===== src/logic/alarm_pkg.sv =====
// shared constants, encodings and carriers of the status and alarm unit
package alarm_pkg;

   // ****************************************************************
   // widths
   // ****************************************************************
   localparam int unsigned DATA_W = 14;
   localparam int unsigned ADDR_W = 7;

   // ****************************************************************
   // byte addresses (even address = low byte, odd address = high byte)
   // ****************************************************************
   localparam logic [6:0] ADDR_THRESH_ONE = 7'h20;
   localparam logic [6:0] ADDR_THRESH_TWO = 7'h22;
   localparam logic [6:0] ADDR_CONTROL    = 7'h28;
   localparam logic [6:0] ADDR_CAPTURE    = 7'h38;
   localparam logic [6:0] ADDR_STATUS     = 7'h3c;
   localparam logic [6:0] ADDR_COMMAND    = 7'h3e;

   // ****************************************************************
   // reset values
   // ****************************************************************
   localparam logic [15:0] RST_THRESH  = 16'h0000;
   localparam logic [15:0] RST_CONTROL = 16'h0000;
   localparam logic [15:0] RST_CAPTURE = 16'h327a;
   localparam logic [15:0] RST_STATUS  = 16'h0000;

   // ****************************************************************
   // alarm_control fields
   // ****************************************************************
   localparam int unsigned CTL_SRC_TWO_LSB = 12;
   localparam int unsigned CTL_SRC_ONE_LSB = 8;
   localparam int unsigned CTL_TRIG_TWO    = 6;
   localparam int unsigned CTL_TRIG_ONE    = 4;
   localparam int unsigned CTL_LINE_EN     = 2;
   localparam int unsigned CTL_LINE_POL    = 1;
   localparam int unsigned CTL_LINE_SEL    = 0;

   // threshold, capture configuration and command fields
   localparam int unsigned THR_DIR          = 15;
   localparam int unsigned CAP_SRC_TWO_LSB  = 12;
   localparam int unsigned CAP_SRC_ONE_LSB  = 8;
   localparam int unsigned CMD_FLAG_CLEAR   = 4;

   // ****************************************************************
   // error_flags bit positions
   // ****************************************************************
   localparam int unsigned ST_UNDER     = 0;
   localparam int unsigned ST_OVER      = 1;
   localparam int unsigned ST_FLASH     = 2;
   localparam int unsigned ST_SERIAL    = 3;
   localparam int unsigned ST_SELFTEST  = 5;
   localparam int unsigned ST_ALARM_ONE = 8;
   localparam int unsigned ST_ALARM_TWO = 9;
   localparam int unsigned ST_BUF_FULL  = 12;
   localparam logic [15:0] ST_LATCH_MASK = 16'h132c;
   localparam logic [15:0] ST_USED_MASK  = 16'h132f;

   // ****************************************************************
   // source encoding shared by alarms and capture buffers
   // ****************************************************************
   typedef enum logic [3:0] {
      SRC_NONE   = 4'h0,
      SRC_SUPPLY = 4'h1,
      SRC_X      = 4'h2,
      SRC_Y      = 4'h3,
      SRC_AUX    = 4'h4,
      SRC_TEMP   = 4'h5,
      SRC_RSS    = 4'h8
   } src_e;

   // ****************************************************************
   // carriers
   // ****************************************************************
   typedef struct packed {
      logic [13:0] supply;
      logic [13:0] x;
      logic [13:0] y;
      logic [13:0] aux;
      logic [13:0] temp;
      logic [13:0] rss;
   } chan_s;

   // a claim on one shared digital line
   typedef struct packed {
      logic owns;
      logic drive;
      logic level;
   } line_req_s;

endpackage


===== src/logic/alarm_compare.sv =====
// threshold comparator for one programmable alarm
module alarm_compare (
   input  wire logic [15:0] threshold,
   input  wire logic [13:0] sample,
   input  wire logic        signed_src,
   output logic             hit
);

   logic [13:0] level;
   logic        above;
   logic        below;

   // bit 14 is ignored, bits 13:0 are compared in the source's own coding
   assign level = threshold[13:0];
   assign above = signed_src ? ($signed(sample) > $signed(level)) : (sample > level);
   assign below = signed_src ? ($signed(sample) < $signed(level)) : (sample < level);
   assign hit   = threshold[alarm_pkg::THR_DIR] ? above : below;

endmodule // alarm_compare


===== src/logic/status_alarm_monitor.sv =====
// status flags, programmable alarms, alarm line drive and capture trigger
module status_alarm_monitor (
   input  wire logic                         core_clk,
   input  wire logic                         rst,
   input  wire logic                         reg_wr,
   input  wire logic                         reg_rd,
   input  wire logic [6:0]                   reg_addr,
   input  wire logic [7:0]                   reg_wdata,
   output logic      [15:0]                  reg_rdata,
   input  wire logic                         sample_tick,
   input  wire alarm_pkg::chan_s             chan,
   input  wire logic                         supply_over,
   input  wire logic                         supply_under,
   input  wire logic                         selftest_fail,
   input  wire logic                         serial_fail,
   input  wire logic                         flash_fail,
   input  wire logic                         buffers_full,
   input  wire alarm_pkg::line_req_s [1:0]   gpio_req,
   input  wire alarm_pkg::line_req_s [1:0]   ready_req,
   output logic      [1:0]                   line_out,
   output logic      [1:0]                   line_oe,
   output logic      [1:0]                   alarm_active,
   output logic                              capture_trigger,
   output logic      [13:0]                  capture_data_one,
   output logic      [13:0]                  capture_data_two
);

   // ****************************************************************
   // helpers
   // ****************************************************************
   function automatic logic [15:0] byte_merge(input logic [15:0] cur,
                                             input logic [6:0]  addr,
                                             input logic [7:0]  data);
      byte_merge = addr[0] ? {data, cur[7:0]} : {cur[15:8], data};
   endfunction

   // unknown encodings read as no source
   function automatic logic src_valid(input logic [3:0] code);
      case (code)
         alarm_pkg::SRC_SUPPLY, alarm_pkg::SRC_X, alarm_pkg::SRC_Y,
         alarm_pkg::SRC_AUX, alarm_pkg::SRC_TEMP, alarm_pkg::SRC_RSS: src_valid = 1'b1;
         default: src_valid = 1'b0;
      endcase
   endfunction

   function automatic logic [13:0] chan_pick(input alarm_pkg::chan_s c,
                                             input logic [3:0]       code);
      case (code)
         alarm_pkg::SRC_SUPPLY: chan_pick = c.supply;
         alarm_pkg::SRC_X:      chan_pick = c.x;
         alarm_pkg::SRC_Y:      chan_pick = c.y;
         alarm_pkg::SRC_AUX:    chan_pick = c.aux;
         alarm_pkg::SRC_TEMP:   chan_pick = c.temp;
         alarm_pkg::SRC_RSS:    chan_pick = c.rss;
         default:               chan_pick = 14'h0000;
      endcase
   endfunction

   // accelerations and temperature are two's complement, the rest straight binary
   function automatic logic src_signed(input logic [3:0] code);
      src_signed = (code == alarm_pkg::SRC_X) || (code == alarm_pkg::SRC_Y) ||
                   (code == alarm_pkg::SRC_TEMP);
   endfunction

   // ****************************************************************
   // registers
   // ****************************************************************
   logic [15:0] thresh_one_ff;
   logic [15:0] thresh_two_ff;
   logic [15:0] control_ff;
   logic [15:0] capture_cfg_ff;
   logic [15:0] flags_ff;
   logic [1:0]  alarm_ff;
   logic        trigger_ff;
   logic [13:0] cap_one_ff;
   logic [13:0] cap_two_ff;
   logic [15:0] rdata_ff;
   logic [1:0]  line_out_ff;
   logic [1:0]  line_oe_ff;

   // ****************************************************************
   // byte-wide register writes
   // ****************************************************************
   wire [6:0] word_addr  = {reg_addr[6:1], 1'b0};
   wire       wr_thr_one = reg_wr && (word_addr == alarm_pkg::ADDR_THRESH_ONE);
   wire       wr_thr_two = reg_wr && (word_addr == alarm_pkg::ADDR_THRESH_TWO);
   wire       wr_control = reg_wr && (word_addr == alarm_pkg::ADDR_CONTROL);
   wire       wr_capture = reg_wr && (word_addr == alarm_pkg::ADDR_CAPTURE);
   wire       flag_clear = reg_wr && (reg_addr == alarm_pkg::ADDR_COMMAND) &&
                           reg_wdata[alarm_pkg::CMD_FLAG_CLEAR];

   always_ff @(posedge core_clk or posedge rst) begin
      if (rst) begin
         thresh_one_ff  <= alarm_pkg::RST_THRESH;
         thresh_two_ff  <= alarm_pkg::RST_THRESH;
         control_ff     <= alarm_pkg::RST_CONTROL;
         capture_cfg_ff <= alarm_pkg::RST_CAPTURE;
      end else begin
         if (wr_thr_one) thresh_one_ff <= byte_merge(thresh_one_ff, reg_addr, reg_wdata);
         if (wr_thr_two) thresh_two_ff <= byte_merge(thresh_two_ff, reg_addr, reg_wdata);
         if (wr_control) control_ff <= byte_merge(control_ff, reg_addr, reg_wdata);
         if (wr_capture) capture_cfg_ff <= byte_merge(capture_cfg_ff, reg_addr, reg_wdata);
      end
   end

   // ****************************************************************
   // alarm evaluation
   // ****************************************************************
   wire [3:0]  src_one  = control_ff[alarm_pkg::CTL_SRC_ONE_LSB +: 4];
   wire [3:0]  src_two  = control_ff[alarm_pkg::CTL_SRC_TWO_LSB +: 4];
   wire [13:0] samp_one = chan_pick(chan, src_one);
   wire [13:0] samp_two = chan_pick(chan, src_two);
   logic       hit_one;
   logic       hit_two;

   alarm_compare u_cmp_one (
      .threshold  (thresh_one_ff),
      .sample     (samp_one),
      .signed_src (src_signed(src_one)),
      .hit        (hit_one)
   );

   alarm_compare u_cmp_two (
      .threshold  (thresh_two_ff),
      .sample     (samp_two),
      .signed_src (src_signed(src_two)),
      .hit        (hit_two)
   );

   // source 0000 or an unknown code keeps the alarm quiet
   wire live_one = src_valid(src_one) && hit_one;
   wire live_two = src_valid(src_two) && hit_two;

   wire fire = sample_tick &&
               ((live_one && control_ff[alarm_pkg::CTL_TRIG_ONE]) ||
                (live_two && control_ff[alarm_pkg::CTL_TRIG_TWO]));

   wire [3:0] cap_src_one = capture_cfg_ff[alarm_pkg::CAP_SRC_ONE_LSB +: 4];
   wire [3:0] cap_src_two = capture_cfg_ff[alarm_pkg::CAP_SRC_TWO_LSB +: 4];

   always_ff @(posedge core_clk or posedge rst) begin
      if (rst) begin
         alarm_ff   <= 2'h0;
         trigger_ff <= 1'b0;
         cap_one_ff <= 14'h0000;
         cap_two_ff <= 14'h0000;
      end else begin
         trigger_ff <= fire;
         if (sample_tick) begin
            alarm_ff   <= {live_two, live_one};
            cap_one_ff <= chan_pick(chan, cap_src_one);
            cap_two_ff <= chan_pick(chan, cap_src_two);
         end
      end
   end

   // ****************************************************************
   // error flags
   // ****************************************************************
   // a cause seen in the clearing cycle survives the clear
   logic [15:0] flag_set;
   always_comb begin
      flag_set = 16'h0000;
      flag_set[alarm_pkg::ST_FLASH]     = flash_fail;
      flag_set[alarm_pkg::ST_SERIAL]    = serial_fail;
      flag_set[alarm_pkg::ST_SELFTEST]  = selftest_fail;
      flag_set[alarm_pkg::ST_ALARM_ONE] = sample_tick && live_one;
      flag_set[alarm_pkg::ST_ALARM_TWO] = sample_tick && live_two;
      flag_set[alarm_pkg::ST_BUF_FULL]  = buffers_full;
   end

   wire [15:0] kept     = flag_clear ? 16'h0000 : (flags_ff & alarm_pkg::ST_LATCH_MASK);
   wire [15:0] supplies = {14'h0000, supply_over, supply_under};
   wire [15:0] nxt_flags = ((kept | flag_set) & alarm_pkg::ST_LATCH_MASK) | supplies;

   always_ff @(posedge core_clk or posedge rst) begin
      if (rst) begin
         flags_ff <= alarm_pkg::RST_STATUS;
      end else begin
         flags_ff <= nxt_flags;
      end
   end

   // ****************************************************************
   // register reads, one cycle after the strobe
   // ****************************************************************
   logic [15:0] rd_word;
   always_comb begin
      case (word_addr)
         alarm_pkg::ADDR_THRESH_ONE: rd_word = thresh_one_ff;
         alarm_pkg::ADDR_THRESH_TWO: rd_word = thresh_two_ff;
         alarm_pkg::ADDR_CONTROL:    rd_word = control_ff;
         alarm_pkg::ADDR_CAPTURE:    rd_word = capture_cfg_ff;
         alarm_pkg::ADDR_STATUS:     rd_word = flags_ff;
         default:                    rd_word = 16'h0000;
      endcase
   end

   always_ff @(posedge core_clk or posedge rst) begin
      if (rst) begin
         rdata_ff <= 16'h0000;
      end else if (reg_rd) begin
         rdata_ff <= rd_word;
      end
   end

   // ****************************************************************
   // shared digital lines
   // ****************************************************************
   wire       any_alarm = |alarm_ff;
   wire       alarm_lvl = control_ff[alarm_pkg::CTL_LINE_POL] ? any_alarm : !any_alarm;
   wire [1:0] alarm_own = control_ff[alarm_pkg::CTL_LINE_EN] ?
                          (control_ff[alarm_pkg::CTL_LINE_SEL] ? 2'h2 : 2'h1) : 2'h0;

   logic [1:0] nxt_line_out;
   logic [1:0] nxt_line_oe;
   always_comb begin
      for (int i = 0; i < 2; i++) begin
         if (gpio_req[i].owns) begin
            nxt_line_out[i] = gpio_req[i].level;
            nxt_line_oe[i]  = gpio_req[i].drive;
         end else if (ready_req[i].owns) begin
            nxt_line_out[i] = ready_req[i].level;
            nxt_line_oe[i]  = 1'b1;
         end else if (alarm_own[i]) begin
            nxt_line_out[i] = alarm_lvl;
            nxt_line_oe[i]  = 1'b1;
         end else begin
            nxt_line_out[i] = 1'b0;
            nxt_line_oe[i]  = 1'b0;
         end
      end
   end

   always_ff @(posedge core_clk or posedge rst) begin
      if (rst) begin
         line_out_ff <= 2'h0;
         line_oe_ff  <= 2'h0;
      end else begin
         line_out_ff <= nxt_line_out;
         line_oe_ff  <= nxt_line_oe;
      end
   end

   assign reg_rdata        = rdata_ff;
   assign line_out         = line_out_ff;
   assign line_oe          = line_oe_ff;
   assign alarm_active     = alarm_ff;
   assign capture_trigger  = trigger_ff;
   assign capture_data_one = cap_one_ff;
   assign capture_data_two = cap_two_ff;
endmodule // status_alarm_monitor


===== config.mk =====
export PLATFORM = sky130hd
export DESIGN_NAME = status_alarm_monitor
export DESIGN_NICKNAME = d
export VERILOG_FILES = /design/src/logic/alarm_pkg.sv /design/src/logic/alarm_compare.sv /design/src/logic/status_alarm_monitor.sv
export SDC_FILE = /design/constraint.sdc
export NUM_CORES = 1
export LEC_CHECK = 0
export ABC_AREA = 1
export BUFFER_PORTS_ARGS = -buffer_cell sky130_fd_sc_hd__clkbuf_2
export CAP_MARGIN = 25
export CORE_MARGIN = 1.5
export CORE_UTILIZATION = 40
export DETAILED_ROUTE_END_ITERATION = 16
export HOLD_SLACK_MARGIN = 0.08
export PLACE_DENSITY = 0.72
export SETUP_SLACK_MARGIN = 0.5
export SLEW_MARGIN = 20
export SYNTH_ARGS = -nofsm -noshare
export SYNTH_HDL_FRONTEND = slang
export SYNTH_SLANG_ARGS = --single-unit

===== constraint.sdc =====
create_clock -name core_clk -period 3.85 [get_ports core_clk]
set_input_delay 0.385 -clock core_clk [delete_from_list [all_inputs] [get_ports core_clk]]
set_output_delay 0.385 -clock core_clk [all_outputs]
set_load 0.01 [all_outputs]

==> results_dict.tcl, run 1 <==
set metrics [dict create \
    final-hold-violation-count 0 \
    core_area_mm2 0.0197 \
    yosys.area_share.simple_pct 22.4 \
    hp-class "primary input to flop" \
    yosysTopAreaCell "dfrtp_1" \
    maxSlewViolCount 0 \
    row_count 51 \
    vias 9003 \
    synth-adder-area-share_pct 4.31 \
    cts-htree-levels 4 \
    gp_congestion 0.967 \
    synth_top_area_share_pct 35.4 \
    min_period_ns 3.10 \
    gr-total-overflow 0 \
    fin_nets 1426 \
    avgSynthCellArea_um2 7.29 \
    start_util_pct 41.2 \
    skew_ns 0.0152 \
    syn_inst 1114 \
    antenna_found_initial 0 \
    grt_pass1_vias 8482 \
    detail-route-antenna-nets 0 \
    clockRootBuffer "clkbuf_16" \
    path_class "flop to flop" \
    fmax_mhz 322 \
    synth_compound_area_share_pct 23.9 \
    ir_worst_vdd_v 0.000386 \
    cts_sinks 123 \
    die_x_um 145 \
    dp_cells 1518 \
    path_max_fanout 15 \
    synthToLayoutAreaGrowth_pct 20.0 \
    worst_pin_slew_ns 0.859 \
    pre_cts_ws_ns 0.779 \
    crit_chain "inv_1, nor2_1, nand2_1, nor2_1, a211oi_1, o221ai_1, ha_1, nand2_1, nor2_1, inv_1, nor2_1, nand2_1, nand2_1, nand2_1, nand2_1, nand2_1, nand3_1, o21ai_1" \
    numCtsBuffers 17 \
    max_stage_delay_ns 0.54 \
    routedWlPerCell_um 19.5 \
    dpl.hpwl_um 22200 \
    grt_pass1_wl_um 47300 \
    max-cap-violations 0 \
    clockBufferDepth 2 \
    layout.cells.non_filler 1553 \
    synth.distinct_cells 46 \
    yosysMostFrequentCell "nand2_1" \
    slew_headroom_pct 42.6 \
    synth_area_leaders "dfrtp_1, nand2_1, inv_1, o22ai_1, nor2_1" \
    io_buffers 170 \
    synth_flop_cell "dfrtp_1" \
    syn_area_mm2 0.00812 \
    critPathArrivalTime_ns 3.40 \
    worstPathBufferInverterCount 2 \
    p_per_area_mw_per_mm2 414 \
    grt_max_degree 104 \
    remaining_drc_errors 0 \
    wirelength_um 30300 \
    finish.utilization_pct 49.4 \
    drt-initial-drc-count 1084 \
    synth_top_family_by_area "compound AO/OA/AOI/OAI gates" \
    finalSetupTns_ns 0 \
    ys.warnings.count 0 \
    io_pins 173 \
    ys_seq_area_share_pct 38.0 \
    drt_first_pass_iters 6 \
    syn_nets 1264 \
    drive_above_1_share_pct 21.1 \
    cts_tree "built" \
    cp_slowest_cell "nand2_1" \
    clkTransAtPathRegs_ns 0.06 \
    die-area_mm2 0.0212 \
    n_antenna_cell 0 \
    yosys.area_share.xor_xnor_pct 0.108 \
    vias_per_cell 5.80 \
    cp-start-kind "flop" \
    fin_ws_ns 0.747 \
    p_leak_nw 4.83 \
    clk_latency_ns 0.43 \
    synthTopCellsByCount "nand2_1, inv_1, dfrtp_1, nor2_1, o22ai_1" \
    synthMuxAreaShare_pct 0 \
    synth-edff-count 0 \
    critPathTopFamily "simple AND/OR/NAND/NOR gates" \
    rsz0062_at_grt "no" \
    crit_top_cell "nand2_1" \
    status "finished, final reports clean" \
    required_ns 4.15 \
    ys_ff_latch 123 \
    track_usage_pct 28.7 \
    die_h_um 145 \
    async_flop_share_pct 100 \
    setup_viol 0 \
    end_kind "flop" \
    post-route-period-util_pct 80.6 \
]
what timing repair did:
item,4_1_cts,5_1_grt
endpoints found under the setup margin,0,3
buffers inserted,0,1
resized for setup,0,2
endpoints found under the hold margin,22,0
hold buffers,3,0
per-stage QoR:
stage	power [mW]	instance area, µm²	hold WS [ns]
after detailed placement	2.51	9160	0.459
after global routing	4.24	9740	0.140
after global placement	2.50	9160	0.455
after floorplan	2.14	8120	0.416
final	4.03	9740	0.147
after CTS	4.03	9730	0.139
final cells by class:
type | count | area [µm²]
Sequential cell | 123 | 3090
Multi-Input combinational cell | 768 | 4130
Fill cell | 1967 | 9970
Tap cell | 265 | 332
Timing Repair Buffer | 182 | 961
Inverter | 184 | 699
Clock inverter | 14 | 111
Clock buffer | 17 | 425
kinds of logic after synthesis:
logic type,Yosys count
XOR/XNOR,1
flip-flops,123
AND/OR/NAND/NOR,421
AO/OA/AOI/OAI,318
buffers and inverters,223
adder cells (fa/ha/maj),28
per-layer routing:
metal  GRT usage, %  wire (µm)  vias up
li1               -          -     4122
met1           38.6      12200     4110
met2           43.1      13200      644
met3           6.93       3420      127
met4           14.5       1480        0
met5              0          0        -
sequential cells by signal (all words and copies together) (netlist names):
| name | count |
|---|---|
| alarm_active | 2 |
| capture_cfg_ff | 16 |
| capture_data_one | 14 |
| capture_data_two | 14 |
| capture_trigger | 1 |
| control_ff | 16 |
| flags_ff | 8 |
| line_oe | 2 |
| line_out | 2 |
| reg_rdata | 16 |
| thresh_one_ff | 16 |
| thresh_two_ff | 16 |
cells in the final DEF, fill, tap and decap left out, types with 5 or more instances in the layout:
cell,n
nor2_1,96
nand4_1,10
inv_1,166
a221oi_1,11
o22ai_1,86
nor3_1,11
nand3_1,25
o2111ai_1,24
clkbuf_2,170
o21ai_1,62
clkbuf_16,17
dfrtp_1,115
nor4_1,10
ha_1,28
nor2_2,6
a21oi_1,63
a31oi_1,9
nand2_1,242
nand2_2,8
o21ai_2,8
o21ai_0,35
buf_4,8
dfstp_2,8
inv_6,5
a211oi_1,5
inv_2,14
where the power goes:
group          leakage, nW  internal, mW  switching (mW)
clock                0.263         0.831           0.676
sequential            1.58          1.40          0.0866
combinational         2.99         0.356           0.680
total                 4.83          2.59            1.44
worst paths after layout:
check,from,end,slack [ns],depth (start not counted)
min in group asynchronous,rst,capture_data_two[3]$_DFFE_PP0P_,0.54,3
hold reg to reg,reg_rdata[11]$_DFFE_PP0P_,reg_rdata[11]$_DFFE_PP0P_,0.48,2
max in group asynchronous,rst,capture_cfg_ff[12]$_DFFE_PP1P_,2.39,4
setup reg to reg,control_ff[14]$_DFFE_PP0P_,flags_ff[9]$_DFF_PP0_,0.75,18
hold / removal,serial_fail,flags_ff[3]$_DFF_PP0_,0.15,2
setup / recovery,control_ff[14]$_DFFE_PP0P_,flags_ff[9]$_DFF_PP0_,0.75,18
No activity file was read; power rests on OpenSTA's default activity.
==> run 2, diff against run 1 <==
--- a/config.mk
+++ b/config.mk
@@ -12,7 +12,7 @@
 export CORE_UTILIZATION = 40
 export DETAILED_ROUTE_END_ITERATION = 16
 export HOLD_SLACK_MARGIN = 0.08
-export PLACE_DENSITY = 0.72
+export PLACE_DENSITY = 0.7
 export SETUP_SLACK_MARGIN = 0.5
 export SLEW_MARGIN = 20
 export SYNTH_ARGS = -nofsm -noshare
==> constraint.sdc (replaced) <==
create_clock -name core_clk -period 3.1 [get_ports core_clk]
set_input_delay 0.31 -clock core_clk [delete_from_list [all_inputs] [get_ports core_clk]]
set_output_delay 0.31 -clock core_clk [all_outputs]
set_load 0.01 [all_outputs]
==> results_dict.tcl, run 2 (synthesis gave the netlist of run 1 again) <==
set metrics [dict create \
    fmax_mhz 366 \
    slew_headroom_pct 42.4 \
    hold-path-endpoint "flags_ff[12]$_DFF_PP0_" \
    detail-route-antenna-nets 0 \
    die-area_mm2 0.0212 \
    min_period_ns 2.74 \
    n_antenna_cell 0 \
    critPathArrivalTime_ns 3.04 \
    grt_max_degree 69 \
    drt_first_pass_iters 6 \
    clockRootBuffer "clkbuf_16" \
    max-cap-violations 0 \
    die_x_um 145 \
    synthToLayoutAreaGrowth_pct 33.9 \
    dpl.hpwl_um 23000 \
    wirelength_um 32900 \
    row_count 51 \
    finalSetupTns_ns 0 \
    rrSetupSlack_ns 0.36 \
    cp-start-kind "flop" \
    worst_hold_slack_ns 0.0891 \
    final-hold-violation-count 0 \
    cts_tree "built" \
    nFillCells 1833 \
    start_util_pct 41.2 \
    numCtsBuffers 17 \
    status "finished, final reports clean" \
    vias_per_cell 5.84 \
    routedWlPerCell_um 20.4 \
    end_kind "flop" \
    io_pins 173 \
    p_per_area_mw_per_mm2 524 \
    drive_above_1_share_pct 31.6 \
    antenna_found_initial 0 \
    hp-class "primary input to flop" \
    clockBufferDepth 2 \
    track_usage_pct 30.4 \
    total_power_mw 5.70 \
    crit_start "control_ff[10]$_DFFE_PP0P_" \
    min_from "buffers_full" \
    r2r_start "control_ff[10]$_DFFE_PP0P_" \
    gp_congestion 0.956 \
    die_h_um 145 \
    ir_worst_vdd_v 0.000497 \
    core_area_mm2 0.0197 \
    io_buffers 170 \
    fin_nets 1483 \
    worstReg2RegEnd "flags_ff[8]$_DFF_PP0_" \
    post-route-period-util_pct 88.2 \
    rsz0062_at_grt "yes" \
    dp_cells 1530 \
    skew_ns 0.0175 \
    vias 9416 \
    final_common_cell "nand2_1" \
    clkTransAtPathRegs_ns 0.07 \
    required_ns 3.40 \
    worst_pin_slew_ns 0.861 \
    path_max_fanout 5 \
    clk_latency_ns 0.45 \
    cts-htree-levels 4 \
    gr-total-overflow 0 \
    grt_pass1_vias 8824 \
    remaining_drc_errors 0 \
    hold_depth 2 \
    drt-initial-drc-count 1166 \
    path_class "flop to flop" \
    final_cell_mix "nand2_1, clkbuf_2, inv_1, dfrtp_1" \
    p_leak_nw 5.29 \
    maxSlewViolCount 0 \
    reg2reg_depth 18 \
    cts_sinks 123 \
    layout.cells.non_filler 1611 \
    grt_pass1_wl_um 49700 \
    setup_viol 0 \
]
run 2: power breakdown:
group          internal (mW)  leakage (nW)  switching, mW
registers               1.74          1.57          0.111
logic                  0.648          3.42           1.02
clock network           1.23         0.304          0.943
total                   3.63          5.29           2.08
run 2: worst max-delay path by stage:
stage / end / slack [ns] / cells past startpoint
final: flags_ff[8]$_DFF_PP0_ / 0.36 / 18
after CTS: flags_ff[8]$_DFF_PP0_ / 0.45 / 17
after global routing: flags_ff[8]$_DFF_PP0_ / 0.24 / 18
after floorplan: flags_ff[8]$_DFF_PP0_ / 0.68 / 19
after detailed placement: flags_ff[9]$_DFF_PP0_ / 0.22 / 17
after global placement: flags_ff[9]$_DFF_PP0_ / 0.24 / 20
run 2: layout make-up:
class	count	area [µm²]	share of cell area [%]
timing repair buffer	239	1480	13.6
tap	265	332	3.05
clock buffer	17	425	3.91
clock inverter	15	200	1.84
inverter	184	714	6.57
multi-input combinational	768	4630	42.6
sequential	123	3100	28.5
run 2: stage by stage:
step | setup slack [ns] | utilization, % | instance area, µm²
detailed placement | 0.223 | 46.9 | 9250
global route | 0.237 | 55.2 | 10900
finish | 0.364 | 55.2 | 10900
global placement | 0.237 | 46.9 | 9250
CTS | 0.445 | 52.6 | 10400
floorplan | 0.675 | - | 8120
run 2: routing by layer:
metal  vias to the layer above  part of all wire [%]  GRT usage (%)
met1                      4385                    40           40.8
met4                         0                   4.7           13.5
li1                       4231                     -              -
met3                       132                    10           6.18
met5                         -                     0              0
met2                       668                    45           47.4
run 2: worst max-delay path, stage by stage (launching register included):
cell and delay (ns):
dfrtp_1 0.43, inv_2 0.10, nor2_2 0.05, nand2_2 0.10, clkinvlp_4 0.24, a221oi_2 0.33, o211ai_1 0.21, ha_1 0.33
nand2_1 0.07, inv_2 0.07, nand3_2 0.06, nor2_2 0.13, nand2_1 0.08, nand2_1 0.07, nand2_1 0.06, nand2_1 0.07
nand2_2 0.06, nand3_2 0.08, o21ai_1 0.07
run 2: repair_timing:
action / CTS / global route
cloned: 0 / 1
hold buffers: 7 / 0
pin swaps: 30 / 53
resized for setup: 53 / 89
endpoints found under the hold margin: 37 / 0
buffers inserted: 25 / 16
endpoints found under the setup margin: 5 / 5
==> run 3, diff against run 2 <==
==> constraint.sdc (replaced) <==
create_clock -name core_clk -period 3.2 [get_ports core_clk]
set_input_delay 0.32 -clock core_clk [delete_from_list [all_inputs] [get_ports core_clk]]
set_output_delay 0.32 -clock core_clk [all_outputs]
set_load 0.01 [all_outputs]
==> results_dict.tcl, run 3 (synthesis gave the netlist of run 1 again) <==
set metrics [dict create \
    clk_latency_ns 0.44 \
    start_util_pct 41.2 \
    die-area_mm2 0.0212 \
    io_pins 173 \
    die_x_um 145 \
    routedWlPerCell_um 20.0 \
    grt_pass1_vias 8557 \
    maxSlewViolCount 0 \
    io_buffers 170 \
    hold-path-endpoint "flags_ff[3]$_DFF_PP0_" \
    end_kind "flop" \
    grt_pass1_wl_um 48100 \
    min_period_ns 2.73 \
    finalSetupTns_ns 0 \
    final_cell_area_mm2 0.0105 \
    worst_hold_slack_ns 0.0896 \
    r2r_start "control_ff[8]$_DFFE_PP0P_" \
    postPlaceCellArea_mm2 0.00928 \
    row_count 51 \
    rsz0062_at_grt "yes" \
    critPathArrivalTime_ns 3.02 \
    die_h_um 145 \
    worstReg2RegEnd "flags_ff[8]$_DFF_PP0_" \
    slew_headroom_pct 44.5 \
    vias_per_cell 5.70 \
    clockRootBuffer "clkbuf_16" \
    fmax_mhz 366 \
    core_area_mm2 0.0197 \
    cts_sinks 123 \
    final-hold-violation-count 0 \
    path_max_fanout 4 \
    detail-route-antenna-nets 0 \
    vias 9066 \
    synthToLayoutAreaGrowth_pct 29.7 \
    path_class "flop to flop" \
    fin_nets 1463 \
    grt_max_degree 43 \
    cts-htree-levels 4 \
    clockBufferDepth 2 \
    antenna_found_initial 0 \
    worst_pin_slew_ns 0.831 \
    p_per_area_mw_per_mm2 498 \
    clkTransAtPathRegs_ns 0.06 \
    setup_viol 0 \
    drive_above_1_share_pct 29.1 \
    drt-initial-drc-count 863 \
    track_usage_pct 29.4 \
    cts_tree "built" \
    final_common_cell "nand2_1" \
    final_cell_mix "nand2_1, clkbuf_2, inv_1, dfrtp_1, nor2_1" \
    status "finished, final reports clean" \
    drt_first_pass_iters 6 \
    cp-start-kind "flop" \
    max-cap-violations 0 \
    ir_worst_vdd_v 0.000418 \
    p_leak_nw 5.15 \
    remaining_drc_errors 0 \
    nFillCells 1912 \
    gr-total-overflow 0 \
    hp-class "primary input to flop" \
    required_ns 3.49 \
    numCtsBuffers 17 \
    reg2reg_depth 18 \
    skew_ns 0.0110 \
    wirelength_um 31800 \
    post-route-period-util_pct 85.4 \
    hold_depth 2 \
    n_antenna_cell 0 \
    gp_congestion 0.961 \
    dpl.hpwl_um 23100 \
    min_from "serial_fail" \
    rrSetupSlack_ns 0.47 \
]
run 3: changes by cell type in the layout (fill, tap and decap cells not counted), sizes merged:
cell / before / now
buf: 62 / 44
clkbuf: 187 / 189
clkinv: 7 / 5
clkinvlp: 5 / 7
dlygate4sd3: 7 / 5
inv: 185 / 183
run 3: critical path: stages, from the launching register on:
cell and delay (ns):
dfrtp_1 0.43, inv_2 0.10, nor2_2 0.05, nand2_2 0.11
clkinvlp_4 0.14, buf_12 0.15, a221oi_1 0.29, o211ai_1 0.26
ha_1 0.25, nand2_1 0.06, nand2_1 0.05, nand2_1 0.05
nand2_1 0.06, a21oi_2 0.17, nand3_1 0.12, nand2_1 0.11
nand2_2 0.06, nand3_2 0.07, o21ai_1 0.08
run 3: worst max path at each step:
stage                                  endpoint                       start  slack [ns]  cells after the start
final                     flags_ff[8]$_DFF_PP0_   control_ff[8]$_DFFE_PP0P_        0.47                     18
after CTS                 flags_ff[8]$_DFF_PP0_  control_ff[10]$_DFFE_PP0P_        0.51                     16
after global routing      flags_ff[8]$_DFF_PP0_  control_ff[11]$_DFFE_PP0P_        0.34                     18
after detailed placement  flags_ff[9]$_DFF_PP0_  control_ff[14]$_DFFE_PP0P_        0.35                     17
after floorplan           flags_ff[8]$_DFF_PP0_  control_ff[10]$_DFFE_PP0P_        0.78                     19
after global placement    flags_ff[9]$_DFF_PP0_  control_ff[14]$_DFFE_PP0P_        0.36                     17
run 3: what timing repair did:
action | in CTS | in global routing
pin swaps | 11 | 43
endpoints found under the setup margin | 5 | 5
buffers inserted | 12 | 9
gates resized for setup | 27 | 77
endpoints found under the hold margin | 31 | 0
hold buffers | 5 | 0
run 3: per-layer routing:
metal	track usage, %	part of all wire (%)	vias to the layer above
met5	0	0	-
met4	13.6	4.1	0
met3	6.18	9.9	99
met2	45.0	44	585
met1	39.8	42	4205
li1	-	-	4177
run 3: final cells by class:
cell class	instances	area [µm²]	share of cell area, %
Tap cell	265	332	3.15
Timing Repair Buffer	219	1300	12.3
Clock buffer	19	443	4.21
Inverter	184	712	6.76
Sequential cell	123	3090	29.4
Clock inverter	13	158	1.50
Multi-Input combinational cell	768	4500	42.7
run 3: metrics by stage:
step                total power [mW]  std cells  setup WS [ns]  utilization [%]
floorplan                       2.57       1114          0.775                -
global placement                3.02       1533          0.362             47.0
detailed placement              3.04       1533          0.349             47.0
CTS                             5.08       1582          0.507             51.4
global route                    5.49       1591          0.345             53.4
finish                          5.25       1591          0.467             53.4
run 3: power by group:
group	internal, mW	leakage, nW	total (mW)	switching (mW)
combinational	0.542	3.29	1.47	0.925
sequential	1.69	1.57	1.80	0.109
clock	1.19	0.285	1.98	0.792
total	3.42	5.15	5.25	1.83
